`src/common/boost_ctrl_defs.svh`:
```
`ifndef BOOST_CTRL_DEFS_SVH
`define BOOST_CTRL_DEFS_SVH

// Clock
`define CLK_PERIOD_NS 5
// Minimum on/off times in ns, low and high frequency bands
`define MIN_OFF_LO_NS 150
`define MIN_ON_LO_NS 150
`define MIN_OFF_HI_NS 40
`define MIN_ON_HI_NS 110
// Least times round up
`define NS_TO_CYC_UP(ns) (((ns) + `CLK_PERIOD_NS - 1) / `CLK_PERIOD_NS)
// Under-voltage timer
`define UV_TIME_MS 110
`define UV_CYCLES (`UV_TIME_MS * 1000000 / `CLK_PERIOD_NS)
// Fault recovery hold
`define RECOVERY_TIME_MS 1
`define RECOVERY_CYCLES (`RECOVERY_TIME_MS * 1000000 / `CLK_PERIOD_NS)
// Target code span, initial point at 88 percent
`define TARGET_MAX 12'h0FFF
`define TARGET_INIT_PCT 88
// Register offsets
`define REG_STATUS 4'h0
`define REG_CLEAR 4'h1
`define REG_IRQ_EN 4'h2
`define REG_CTRL 4'h3
`define REG_TARGET 4'h4
`define REG_FREQ 4'h5
// Status bit positions
`define ST_LOWER_OVERVOLT_LEVEL 0
`define ST_UPPER_OVERVOLT_LEVEL 1
`define ST_OCP 2
`define CTRL_RESET_VAL 32'h0000_0001

`endif

```
`src/common/boost_ctrl_pkg.sv`:
```
package boost_ctrl_pkg;
   typedef enum logic [3:0] {
      ST_IDLE = 4'b0001,
      ST_START = 4'b0010,
      ST_RUN = 4'b0100,
      ST_RECOVER = 4'b1000
   } mode_t;

   typedef struct packed {
      logic [5:0] sink_low;
      logic [5:0] sink_fault;
   } sink_in_t;

   typedef struct packed {
      logic [3:0] addr;
      logic [31:0] wdata;
      logic wr;
      logic rd;
   } bus_req_t;
endpackage

```
`src/boost_ctrl.sv`:
```
`timescale 1ns/10ps
`include "boost_ctrl_defs.svh"

module boost_ctrl
   import boost_ctrl_pkg::*;
#(
   parameter int UV_CYC = `UV_CYCLES,
   parameter int REC_CYC = `RECOVERY_CYCLES,
   parameter int STEP_CYC = 64
) (
   // Clock and reset
   input wire logic clk,
   input wire logic reset,
   // Pins and straps
   input wire logic enable_pin,
   input wire logic [2:0] boost_freq_select_pin,
   input wire logic [2:0] string_config_pin,
   input wire logic current_sense_pin,
   input wire logic sinks_active,
   input wire boost_ctrl_pkg::sink_in_t sink_output,
   // Feedback comparators, thresholds supplied from target_code
   input wire logic fb_above_low_ovp,
   input wire logic fb_above_high_ovp,
   input wire logic fb_below_uvp,
   // Register port
   input wire boost_ctrl_pkg::bus_req_t bus,
   output logic [31:0] rdata,
   // Outputs
   output logic gate_drive,
   output logic [11:0] target_code,
   output logic irq
);
   import boost_ctrl_pkg::*;

   localparam int PER_W = 12;

   // ==========================================================
   // Helpers
   // ==========================================================
   // Code to period in cycles of 5 ns
   function automatic logic [PER_W-1:0] period_of(input logic [2:0] code);
      case (code)
         3'd0: period_of = 12'd500;   // 400 kHz
         3'd1: period_of = 12'd1000;  // 200 kHz
         3'd2: period_of = 12'd660;   // 303 kHz
         3'd3: period_of = 12'd2000;  // 100 kHz
         3'd4: period_of = 12'd400;   // 500 kHz
         3'd5: period_of = 12'd110;   // 1818 kHz
         3'd6: period_of = 12'd100;   // 2000 kHz
         default: period_of = 12'd90; // 2222 kHz
      endcase
   endfunction

   function automatic logic [5:0] strings_of(input logic [2:0] cfg);
      case (cfg)
         3'd0: strings_of = 6'b11_1111;
         3'd1: strings_of = 6'b01_1111;
         3'd2: strings_of = 6'b00_1111;
         3'd3: strings_of = 6'b00_0111;
         3'd4: strings_of = 6'b00_0011;
         3'd5: strings_of = 6'b11_1111;
         3'd6: strings_of = 6'b11_1111;
         default: strings_of = 6'b11_1111;
      endcase
   endfunction

   localparam logic [11:0] TARGET_INIT =
      12'((32'(`TARGET_MAX) * `TARGET_INIT_PCT) / 100);
   localparam logic [7:0] MIN_OFF_LO = 8'(`NS_TO_CYC_UP(`MIN_OFF_LO_NS));
   localparam logic [7:0] MIN_ON_LO = 8'(`NS_TO_CYC_UP(`MIN_ON_LO_NS));
   localparam logic [7:0] MIN_OFF_HI = 8'(`NS_TO_CYC_UP(`MIN_OFF_HI_NS));
   localparam logic [7:0] MIN_ON_HI = 8'(`NS_TO_CYC_UP(`MIN_ON_HI_NS));

   // ==========================================================
   // State
   // ==========================================================
   typedef struct packed {
      logic [1:0] en_s;
      logic [1:0] cs_s;
      logic [1:0] ovl_s;
      logic [1:0] ovh_s;
      logic [1:0] uv_s;
      logic [1:0] act_s;
      logic [5:0] fsel_s;
      logic [5:0] scfg_s;
      logic [11:0] low_s;
      logic en_d;
      mode_t mode;
      logic [2:0] freq_code;
      logic [5:0] strings;
      logic [PER_W-1:0] period;
      logic [PER_W-1:0] cnt;
      logic gate;
      logic limited;
      logic [11:0] target;
      logic [15:0] step_cnt;
      logic [31:0] uv_cnt;
      logic [31:0] rec_cnt;
      logic [2:0] status;
      logic [2:0] irq_en;
      logic run_en;
      logic [31:0] rdata;
      logic irq;
   } state_t;

   state_t st_reg;
   state_t st_next;

   logic [5:0] used;
   logic [7:0] min_on;
   logic [7:0] min_off;
   logic [2:0] ev;
   logic [2:0] clr;
   logic hi_band;

   always_comb begin
      st_next = st_reg;
      // Two-flop synchronisers; only the second stage is read
      st_next.en_s = {st_reg.en_s[0], enable_pin};
      st_next.cs_s = {st_reg.cs_s[0], current_sense_pin};
      st_next.ovl_s = {st_reg.ovl_s[0], fb_above_low_ovp};
      st_next.ovh_s = {st_reg.ovh_s[0], fb_above_high_ovp};
      st_next.uv_s = {st_reg.uv_s[0], fb_below_uvp};
      st_next.act_s = {st_reg.act_s[0], sinks_active};
      st_next.fsel_s = {st_reg.fsel_s[2:0], boost_freq_select_pin};
      st_next.scfg_s = {st_reg.scfg_s[2:0], string_config_pin};
      st_next.low_s = {st_reg.low_s[5:0], sink_output.sink_low};
      st_next.en_d = st_reg.en_s[1];

      hi_band = st_reg.freq_code inside {3'd5, 3'd6, 3'd7};
      min_on = hi_band ? MIN_ON_HI : MIN_ON_LO;
      min_off = hi_band ? MIN_OFF_HI : MIN_OFF_LO;
      used = st_reg.strings & ~sink_output.sink_fault;
      ev = 3'b000;
      clr = 3'b000;

      // ======================================================
      // Register port
      // ======================================================
      st_next.rdata = 32'h0000_0000;
      if (bus.rd) begin
         case (bus.addr)
            `REG_STATUS: st_next.rdata = {29'h0, st_reg.status};
            `REG_IRQ_EN: st_next.rdata = {29'h0, st_reg.irq_en};
            `REG_CTRL: st_next.rdata = {31'h0, st_reg.run_en};
            `REG_TARGET: st_next.rdata = {20'h0, st_reg.target};
            `REG_FREQ: st_next.rdata = {20'h0, st_reg.mode, 5'h0, st_reg.freq_code};
            default: st_next.rdata = 32'h0000_0000;
         endcase
      end
      if (bus.wr) begin
         case (bus.addr)
            `REG_CLEAR: clr = bus.wdata[2:0];
            `REG_IRQ_EN: st_next.irq_en = bus.wdata[2:0];
            `REG_CTRL: st_next.run_en = bus.wdata[0];
            default: ;
         endcase
      end
      if (st_reg.en_d && !st_reg.en_s[1]) begin
         clr = 3'b111;
      end

      // ======================================================
      // Mode sequencing
      // ======================================================
      case (st_reg.mode)
         ST_IDLE: begin
            if (st_reg.en_s[1] && st_reg.run_en) begin
               st_next.freq_code = st_reg.fsel_s[5:3];
               st_next.period = period_of(st_reg.fsel_s[5:3]);
               st_next.strings = strings_of(st_reg.scfg_s[5:3]);
               st_next.target = TARGET_INIT;
               st_next.mode = ST_START;
            end
         end
         ST_START: begin
            if (st_reg.act_s[1]) begin
               st_next.mode = ST_RUN;
            end
         end
         ST_RUN: begin
            // Sink levels use delayed copies to settle past the sync
            st_next.step_cnt = st_reg.step_cnt + 16'd1;
            if (st_reg.step_cnt == 16'(STEP_CYC - 1)) begin
               st_next.step_cnt = 16'd0;
               if (|(st_reg.low_s[11:6] & used)) begin
                  if (st_reg.target != `TARGET_MAX) begin
                     st_next.target = st_reg.target + 12'd1;
                  end
               end else if (used != 6'd0 && st_reg.target != 12'd0) begin
                  st_next.target = st_reg.target - 12'd1;
               end
            end
         end
         ST_RECOVER: begin
            st_next.rec_cnt = st_reg.rec_cnt + 32'd1;
            if (st_reg.rec_cnt == 32'(REC_CYC - 1)) begin
               st_next.rec_cnt = 32'd0;
               st_next.target = TARGET_INIT;
               st_next.mode = ST_START;
            end
         end
         default: st_next.mode = ST_IDLE;
      endcase

      // ======================================================
      // Fault detection, thresholds follow target_code outside
      // ======================================================
      if (st_reg.mode == ST_RUN || st_reg.mode == ST_START) begin
         if (st_reg.ovl_s[1]) begin
            ev[`ST_LOWER_OVERVOLT_LEVEL] = 1'b1;
         end
         if (st_reg.ovh_s[1]) begin
            ev[`ST_UPPER_OVERVOLT_LEVEL] = 1'b1;
            st_next.mode = ST_RECOVER;
         end
         if (st_reg.uv_s[1]) begin
            st_next.uv_cnt = st_reg.uv_cnt + 32'd1;
            if (st_reg.uv_cnt == 32'(UV_CYC - 1)) begin
               ev[`ST_OCP] = 1'b1;
               st_next.mode = ST_RECOVER;
            end
         end else begin
            st_next.uv_cnt = 32'd0;
         end
      end else begin
         st_next.uv_cnt = 32'd0;
      end
      if (!st_reg.en_s[1] || !st_reg.run_en) begin
         st_next.mode = ST_IDLE;
      end
      // Set wins over clear
      st_next.status = (st_reg.status & ~clr) | ev;
      st_next.irq = |(st_next.status & st_reg.irq_en);

      // ======================================================
      // Switching cycle
      // ======================================================
      st_next.cnt = st_reg.cnt + 12'd1;
      if (st_reg.cnt >= st_reg.period - 12'd1) begin
         st_next.cnt = 12'd0;
         st_next.limited = 1'b0;
      end
      if (st_reg.gate && st_reg.cs_s[1] && st_reg.cnt >= 12'(min_on)) begin
         st_next.limited = 1'b1;
      end
      // Gate high from period start until limit or minimum off window
      st_next.gate = (st_reg.mode == ST_RUN || st_reg.mode == ST_START)
         && !st_reg.ovl_s[1] && !st_next.limited
         && (st_reg.gate || st_next.cnt == 12'd0)
         && st_next.cnt < st_reg.period - 12'(min_off);
      if (st_reg.gate && !st_next.gate && st_reg.cnt < 12'(min_on)
            && !st_reg.ovl_s[1] && st_reg.mode == ST_RUN) begin
         st_next.gate = 1'b1;
      end
   end

   always_ff @(posedge clk) begin
      if (reset) begin
         st_reg <= '0;
         st_reg.mode <= ST_IDLE;
         st_reg.period <= 12'd500;
         st_reg.target <= 12'h0000;
         st_reg.run_en <= 1'(`CTRL_RESET_VAL);
      end else begin
         st_reg <= st_next;
      end
   end

   assign rdata = st_reg.rdata;
   assign gate_drive = st_reg.gate;
   assign target_code = st_reg.target;
   assign irq = st_reg.irq;

   // ==========================================================
   // Checks
   // ==========================================================
   limit_no_flag_a: assert property (@(posedge clk) disable iff (reset)
      st_reg.limited && !st_reg.ovh_s[1] && !st_reg.uv_s[1] && !st_reg.ovl_s[1]
      |=> (st_reg.status & ~$past(st_reg.status)) == 3'b000)
      else $error("current limit set a flag");
   limit_off_a: assert property (@(posedge clk) disable iff (reset)
      st_reg.limited |-> !st_reg.gate)
      else $error("gate on while limited");
   ovl_stop_a: assert property (@(posedge clk) disable iff (reset)
      st_reg.ovl_s[1] && st_reg.mode == ST_RUN |=> !st_reg.gate ##0 st_reg.status[0])
      else $error("low ovp did not stop gate");
   ovh_recover_a: assert property (@(posedge clk) disable iff (reset)
      st_reg.ovh_s[1] && st_reg.mode == ST_RUN && st_reg.en_s[1] && st_reg.run_en
      |=> st_reg.mode == ST_RECOVER && st_reg.status[1])
      else $error("high ovp not handled");
   recover_off_a: assert property (@(posedge clk) disable iff (reset)
      st_reg.mode == ST_RECOVER |=> !st_reg.gate)
      else $error("switching in recovery");
   start_target_a: assert property (@(posedge clk) disable iff (reset)
      st_reg.mode == ST_START && $past(st_reg.mode) != ST_START
      |-> st_reg.target == TARGET_INIT)
      else $error("start target wrong");
   raise_step_a: assert property (@(posedge clk) disable iff (reset)
      st_reg.mode == ST_RUN && st_next.mode == ST_RUN && st_reg.step_cnt == 16'(STEP_CYC - 1)
      && |(st_reg.low_s[11:6] & used) && st_reg.target != `TARGET_MAX
      |=> st_reg.target == $past(st_reg.target) + 12'd1)
      else $error("target not raised");
   clear_flag_a: assert property (@(posedge clk) disable iff (reset)
      bus.wr && bus.addr == `REG_CLEAR && bus.wdata[0] && ev[0] == 1'b0
      |=> !st_reg.status[0])
      else $error("status clear failed");
endmodule

```
`config.mk`:
```
export PLATFORM = sky130hd
export DESIGN_NAME = boost_ctrl
export DESIGN_NICKNAME = d
export VERILOG_FILES = /design/src/common/boost_ctrl_pkg.sv /design/src/boost_ctrl.sv
export VERILOG_INCLUDE_DIRS = /design/src /design/src/common
export SDC_FILE = /design/constraint.sdc
export NUM_CORES = 1
export LEC_CHECK = 0
export ABC_AREA = 1
export BUFFER_PORTS_ARGS = -buffer_cell sky130_fd_sc_hd__buf_2
export CORE_ASPECT_RATIO = 0.8
export CORE_MARGIN = 1.5
export CORE_UTILIZATION = 35
export DETAILED_ROUTE_END_ITERATION = 10
export HOLD_SLACK_MARGIN = 0.08
export PLACE_DENSITY = 0.61
export SYNTH_ARGS = -nofsm -noshare
export SYNTH_HDL_FRONTEND = slang
export SYNTH_SLANG_ARGS = --single-unit
```
`constraint.sdc`:
```
create_clock -name clk -period 6.7 [get_ports clk]
set_input_delay 1.34 -clock clk [delete_from_list [all_inputs] [get_ports clk]]
set_output_delay 1.34 -clock clk [all_outputs]
set_load 0.02 [all_outputs]
```
==> flow_metrics.env, run 1 <==
export IMPL_total_leakage_power_nw=4.89
export IMPL_cp_arrival_ns=4.61
export IMPL_hpwl_um=18500
export IMPL_syn_area_um2=10400
export IMPL_min_period_ns=4.23
export IMPL_ys_seq_area_frac=0.356
export IMPL_fp_dieW_um=196
export IMPL_routed_via_density=4.87
export IMPL_endpoint_kind="flop"
export IMPL_tightest_slew_ns=0.771
export IMPL_hold_viol=0
export IMPL_ios=110
export IMPL_stdcell_area_um2=11400
export IMPL_vias=9334
export IMPL_yosys_warnings=0
export IMPL_clkLatencyLatePin_ns=0.44
export IMPL_multiInputGateArea_um2=5440
export IMPL_post_route_period_util=0.631
export IMPL_postRouteAntennaNets=0
export IMPL_worst_path_max_fanout=15
export IMPL_crit_type="flop to flop"
export IMPL_cpPeakStageDelay_ns=0.47
export IMPL_cts_root_buffer="clkbuf_16"
export IMPL_ys_ff_latch=185
export IMPL_numCtsBuffers=17
export IMPL_grt_pass1_vias=8267
export IMPL_rows=56
export IMPL_synth_top_area_share=0.356
export IMPL_holdBufCountCts=0
export IMPL_num_nets_final=1633
export IMPL_cts_setup_buffers=0
export IMPL_clkSinkCount=185
export IMPL_cp_top_family="simple AND/OR/NAND/NOR gates"
export IMPL_cp_start_kind="flop"
export IMPL_max_clock_path_buffers=2
export IMPL_gp_congestion=0.871
export IMPL_grt_first_pass_wirelength_um=40900
export IMPL_numPortBuffers=60
export IMPL_drt_total_wl_um=24500
export IMPL_grt_overflow_total=0
export IMPL_maxCapViolations=0
export IMPL_ys_top_cells_by_area="dfxtp_1 36%, nand2_1 9.0%, inv_1 8.0%, nor2_1 7.9%, ha_1 4.9%"
export IMPL_setup_tns_ns=0
export IMPL_drive_above_1_share=0.0962
export IMPL_status="finished clean"
export IMPL_worstHoldPathType="flop to flop"
export IMPL_crit_top_cell="nand2_1"
export IMPL_die_h_um=157
export IMPL_core_um2=29300
export IMPL_cp_data_required_time_ns=7.08
export IMPL_crit_chain="inv_1, ha_1, nand2_1, or3_1, nor2_1, nor2_1, nor2_1, ha_1, nand2_1, nand2_1, a21oi_1, nand3_1, inv_1, nand2_1, inv_1, ha_1, a21oi_1, o21a_1, o221ai_1, nor2_1, nand2_1, nand2_1, nand2_1, nor2_1"
export IMPL_cellPowerDensity_nw_per_um2=209
export IMPL_final_cell_mix="250 x nand2_1, 223 x inv_1, 219 x nor2_1"
export IMPL_synthToLayoutAreaGrowth_pct=9.54
export IMPL_start_util=0.356
export IMPL_slew_violations=0
export IMPL_max_freq_mhz=237
export IMPL_grt_start_max_net_pins=65
export IMPL_cts_resized=0
export IMPL_grt_total_usage=0.164
export IMPL_largest_register_ffs=140
export IMPL_first_pass_iters=7
export IMPL_place_area_um2=10800
export IMPL_design_die_area_um2=30800
export IMPL_drc_errors=0
export IMPL_relSlewSlack=0.486
export IMPL_yosys_area_top_type="dfxtp_1"
export IMPL_fillers=3102
export IMPL_rsz0062_at_grt="false"
export IMPL_setup_viol=0
export IMPL_ys_flop_type="dfxtp_1"
export IMPL_antenna_cells=0
export IMPL_synthDistinctLibCells=56
export IMPL_routedWlPerCell_um=12.8
export IMPL_layout_commonest_cell="nand2_1"
export IMPL_syn_instance_count=1500
export IMPL_antenna_found_initial=0
export IMPL_synth_edf_count=0
export IMPL_fin_skew_ns=0.00910
export IMPL_max_vdd_ir_drop_mv=0.180
export IMPL_cp_slowest_cell="nand3_1"
export IMPL_clk_pin_slew_worst_paths_ns=0.07
export IMPL_cp_num_buf_inv=3
export IMPL_synth_area_per_cell_um2=6.94
export IMPL_ff_latch_area_um2=3700
export IMPL_drt_iter0_markers=626
export IMPL_htree_levels=4
export IMPL_async_flop_share=0
export IMPL_cts_tree="yes"
==> tightest hold or removal path, delay by kind of cell (launching register included) <==
kind | cells | cell delay (ns)
DFF | 1 | 0.30
buffers and inverters | 1 | 0.04
and+or+nand+nor | 1 | 0.03
==> area by class of cell <==
cell class / instances / area share
multi-input combinational: 1026 / 0.477
sequential: 185 / 0.325
inverter: 232 / 0.0763
tap: 377 / 0.0414
clock buffer: 19 / 0.0397
timing repair buffer: 64 / 0.0292
clock inverter: 13 / 0.0118
==> synthesized netlist by cell type (13+ instances only) <==
cell type,count
nand2_1,250
inv_1,223
nor2_1,219
dfxtp_1,185
a21oi_1,85
nand3_1,82
nor3_1,74
nand4_1,50
buf_4,44
ha_1,41
xor2_1,34
o21ai_0,31
clkbuf_1,18
nor4_1,14
xnor2_1,13
==> cell families (layout without fill, tap and decap cells) <==
family | count (synthesis) | count (layout) | share of synthesized area
AO/OA/AOI/OAI | 166 | 166 | 0.0908
XOR/XNOR | 47 | 47 | 0.0395
adder cells (fa/ha/maj) | 43 | 43 | 0.0531
buffers and inverters | 308 | 328 | 0.129
flip-flops | 185 | 185 | 0.356
other | 1 | 20 | 0.000360
AND/OR/NAND/NOR | 750 | 750 | 0.332
==> metrics by stage <==
stage                     setup WS [ns]  std cells  power (W)  hold slack, ns   util
after floorplan                    3.24       1519    0.00134           0.388      -
after global placement             2.52       1884    0.00139           0.392  0.369
after detailed placement           2.49       1884    0.00139           0.393  0.369
after CTS                          2.48       1916    0.00241           0.403  0.389
after global routing               2.05       1916    0.00249           0.414  0.389
final                              2.47       1916    0.00238           0.401  0.389
==> worst paths after layout <==
check | from | end | slack, ns | cells past startpoint
min reg2reg | st_next[180]$_SDFF_PP0_ | st_reg[180]$_SDFF_PP0_ | 0.40 | 2
min | st_next[180]$_SDFF_PP0_ | st_reg[180]$_SDFF_PP0_ | 0.40 | 2
max reg2reg | st_reg[147]$_SDFFE_PP0P_ | gate_drive$_SDFF_PP0_ | 2.47 | 24
max | st_reg[147]$_SDFFE_PP0P_ | gate_drive$_SDFF_PP0_ | 2.47 | 24
==> power breakdown <==
group / switching (W) / internal, W / total (W) / leakage (nW)
clock network: 0.000474 / 0.000544 / 0.00102 / 0.289
logic: 0.000141 / 0.0000758 / 0.000216 / 3.10
registers: 0.0000246 / 0.00112 / 0.00115 / 1.50
total: 0.000639 / 0.00174 / 0.00238 / 4.89
==> metal layers <==
metal  vias up  track usage  wire, µm  share of wire
met3        17       0.0381      1350          0.055
met1      4245        0.241     13000           0.53
met4         0       0.0352       172         0.0070
met2       209        0.242      9910           0.40
met5         -            0         0              0
li1       4863            -         -              -
Power figures use the tool's default switching activity.
==> run 2, diff against run 1 <==
--- a/config.mk
+++ b/config.mk
@@ -6,14 +6,14 @@
 export SDC_FILE = /design/constraint.sdc
 export NUM_CORES = 1
 export LEC_CHECK = 0
-export ABC_AREA = 1
+export ABC_AREA = 0
 export BUFFER_PORTS_ARGS = -buffer_cell sky130_fd_sc_hd__buf_2
 export CORE_ASPECT_RATIO = 0.8
 export CORE_MARGIN = 1.5
 export CORE_UTILIZATION = 35
 export DETAILED_ROUTE_END_ITERATION = 10
 export HOLD_SLACK_MARGIN = 0.08
-export PLACE_DENSITY = 0.61
+export PLACE_DENSITY = 0.63
 export SYNTH_ARGS = -nofsm -noshare
 export SYNTH_HDL_FRONTEND = slang
 export SYNTH_SLANG_ARGS = --single-unit
==> constraint.sdc (replaced) <==
create_clock -name clk -period 3.65 [get_ports clk]
set_input_delay 0.73 -clock clk [delete_from_list [all_inputs] [get_ports clk]]
set_output_delay 0.73 -clock clk [all_outputs]
set_load 0.02 [all_outputs]
==> run 2 against run 1 <==
Clock skew up 0.0014 ns. Highest routed layer is now met5. Die area decreased by 9.8%. Total power grew 74%. Combinational power is 29% higher. Sequential power increased by 81%. Final cell count down 21%. Routed wire length decreased by 15%.
==> flow_metrics.env, run 2 <==
export IMPL_dp_cells=1479
export IMPL_grt_first_pass_wirelength_um=34200
export IMPL_stdcell_area_um2=10600
export IMPL_drc_errors=0
export IMPL_total_leakage_power_nw=4.05
export IMPL_first_pass_iters=5
export IMPL_min_period_ns=3.56
export IMPL_final_cells=1514
export IMPL_die_h_um=149
export IMPL_fp_dieW_um=186
export IMPL_synthDistinctLibCells=75
export IMPL_cp_start_kind="flop"
export IMPL_endpoint_kind="flop"
export IMPL_swShare=0.259
export IMPL_hpwl_um=15000
export IMPL_core_um2=26300
export IMPL_routed_via_density=4.97
export IMPL_ff_latch_area_um2=3710
export IMPL_yosysMostFrequentCell="dfxtp_1"
export IMPL_cp_arrival_ns=3.89
export IMPL_setup_viol=0
export IMPL_multiInputGateArea_um2=5310
export IMPL_clockPowerShare=0.429
export IMPL_design_die_area_um2=27800
export IMPL_p_int_w=0.00306
export IMPL_max_freq_mhz=281
export IMPL_grt_overflow_total=0
export IMPL_status="finished clean"
export IMPL_post_route_period_util=0.976
export IMPL_grt_total_usage=0.154
export IMPL_relSlewSlack=0.319
export IMPL_routedWlPerCell_um=13.7
export IMPL_start_util=0.356
export IMPL_ys_ff_latch=185
export IMPL_worst_path_max_fanout=7
export IMPL_yosys_warnings=0
export IMPL_worstHoldPathType="flop to flop"
export IMPL_rows=53
export IMPL_antenna_found_initial=3
export IMPL_layout_commonest_cell="dfxtp_1"
export IMPL_clkSinkCount=185
export IMPL_htree_levels=4
export IMPL_fin_skew_ns=0.0105
export IMPL_numPortBuffers=60
export IMPL_grt_pass1_vias=6941
export IMPL_synth_top_area_share=0.395
export IMPL_cts_root_buffer="clkbuf_16"
export IMPL_drive_above_1_share=0.139
export IMPL_vias=7524
export IMPL_largest_register_ffs=140
export IMPL_netlist_top_cells_count="185 x dfxtp_1, 143 x nor2_1, 83 x nand2_1"
export IMPL_drt_iter0_markers=586
export IMPL_cp_data_required_time_ns=3.98
export IMPL_tightest_slew_ns=1.01
export IMPL_syn_area_um2=9380
export IMPL_fillers=2628
export IMPL_slew_violations=0
export IMPL_yosys_area_top_type="dfxtp_1"
export IMPL_ys_flop_type="dfxtp_1"
export IMPL_gp_congestion=0.841
export IMPL_clkLatencyLatePin_ns=0.44
export IMPL_clk_pin_slew_worst_paths_ns=0.07
export IMPL_ios=110
export IMPL_hold_viol=0
export IMPL_num_nets_final=1250
export IMPL_grt_start_max_net_pins=64
export IMPL_ys_seq_area_frac=0.395
export IMPL_synth_area_per_cell_um2=8.50
export IMPL_maxCapViolations=0
export IMPL_synthToLayoutAreaGrowth_pct=13.3
export IMPL_postRouteAntennaNets=0
export IMPL_max_vdd_ir_drop_mv=0.342
export IMPL_cts_tree="yes"
export IMPL_cellPowerDensity_nw_per_um2=389
export IMPL_async_flop_share=0
export IMPL_crit_type="flop to flop"
export IMPL_syn_instance_count=1103
export IMPL_p_comb_frac=0.067
export IMPL_max_clock_path_buffers=2
export IMPL_power_frac_seq=0.504
export IMPL_numCtsBuffers=17
export IMPL_place_area_um2=9940
export IMPL_holdBufCountCts=0
export IMPL_synth_edf_count=0
export IMPL_p_switching_w=0.00107
export IMPL_ys_top_cells_by_area="dfxtp_1 40%, xor2_1 6.1%, nor2_1 5.7%, ha_1 5.5%, xnor2_1 4.0%"
export IMPL_drt_total_wl_um=20700
export IMPL_final_cell_mix="183 x dfxtp_1, 141 x nor2_1, 83 x nand2_1"
run 2: cell count changes after synthesis, moves of 31 or more:
| cell | change |
|---|---|
| nor2_1 | -76 |
| nor3_1 | -42 |
| nand3_1 | -36 |
| inv_1 | -204 |
| nand2_1 | -167 |
| xor2_1 | +31 |
| nor2b_1 | +48 |
run 2: final timing paths:
| kind | cells after the start | end | startpoint | slack, ns |
|---|---|---|---|---|
| worst max register to register | 13 | gate_drive$_SDFF_PP0_ | st_reg[152]$_SDFFE_PP1P_ | 0.09 |
| worst min register to register | 1 | st_reg[183]$_SDFF_PP0_ | st_next[183]$_SDFF_PP0_ | 0.44 |
| worst min-delay path | 1 | st_reg[183]$_SDFF_PP0_ | st_next[183]$_SDFF_PP0_ | 0.44 |
| worst max-delay path | 13 | gate_drive$_SDFF_PP0_ | st_reg[152]$_SDFFE_PP1P_ | 0.09 |
run 2: power groups by stage:
stage	sequential, W	combinational, W	clock [W]
2_1_floorplan	0.00211	0.000219	0
3_3_place_gp	0.00213	0.000270	0
3_5_place_dp	0.00213	0.000273	0
4_1_cts	0.00208	0.000274	0.00183
5_1_grt	0.00209	0.000308	0.00190
6_report	0.00208	0.000278	0.00177
run 2: cells by family (layout without fill, tap and decap cells):
family	Yosys count	count (layout)	share of synthesized area
xor gates and xnor gates	108	108	0.101
and+or+nand+nor	497	497	0.275
adders and majority gates	43	43	0.0590
muxes	6	6	0.00681
DFF	185	185	0.395
buffers and inverters	108	141	0.0610
AOI/OAI and AO/OA	155	156	0.102
other	1	21	0.000400
run 2: worst max-delay path, stage by stage (launching register included):
cell and delay [ns]:
dfxtp_1 0.32, or4_4 0.54, or4_4 0.45, ha_4 0.27
a21o_1 0.21, a31o_4 0.25, nor2_1 0.13, ha_1 0.17
nand4_1 0.10, or3_1 0.42, o311ai_2 0.29, o21ai_1 0.10
nor2_1 0.13, o21ai_1 0.07
run 2: metrics by stage:
| step | utilization | setup TNS (ns) | setup slack [ns] | power, W | hold WS (ns) |
|---|---|---|---|---|---|
| finish | 0.403 | 0 | 0.0863 | 0.00413 | 0.436 |
| global route | 0.403 | -0.0394 | -0.0394 | 0.00430 | 0.451 |
| CTS | 0.399 | 0 | 0.0287 | 0.00418 | 0.438 |
| detailed placement | 0.378 | -0.147 | -0.125 | 0.00240 | 0.420 |
| global placement | 0.378 | -0.0532 | -0.0532 | 0.00240 | 0.420 |
| floorplan | - | 0 | 0.0287 | 0.00233 | 0.414 |
run 2: layout make-up:
type / count / share of cell area
clock inverter: 15 / 0.0126
tap: 357 / 0.0421
inverter: 19 / 0.00672
clock buffer: 17 / 0.0401
antenna: 1 / 0.000236
multi-input combinational: 830 / 0.500
sequential: 185 / 0.349
timing repair buffer: 90 / 0.0495
run 2: layer usage:
metal	vias to the layer above	GRT usage	wire [µm]
met2	154	0.219	8720
met5	-	0	26
met3	34	0.0405	1110
met4	4	0.0548	424
li1	3864	-	-
met1	3468	0.222	10400
run 2: repair_timing:
action,in CTS,in global routing
resized for setup,2,20
setup endpoints to repair,1,1
buffers inserted,0,1
cloned,0,1
pin swaps,1,2
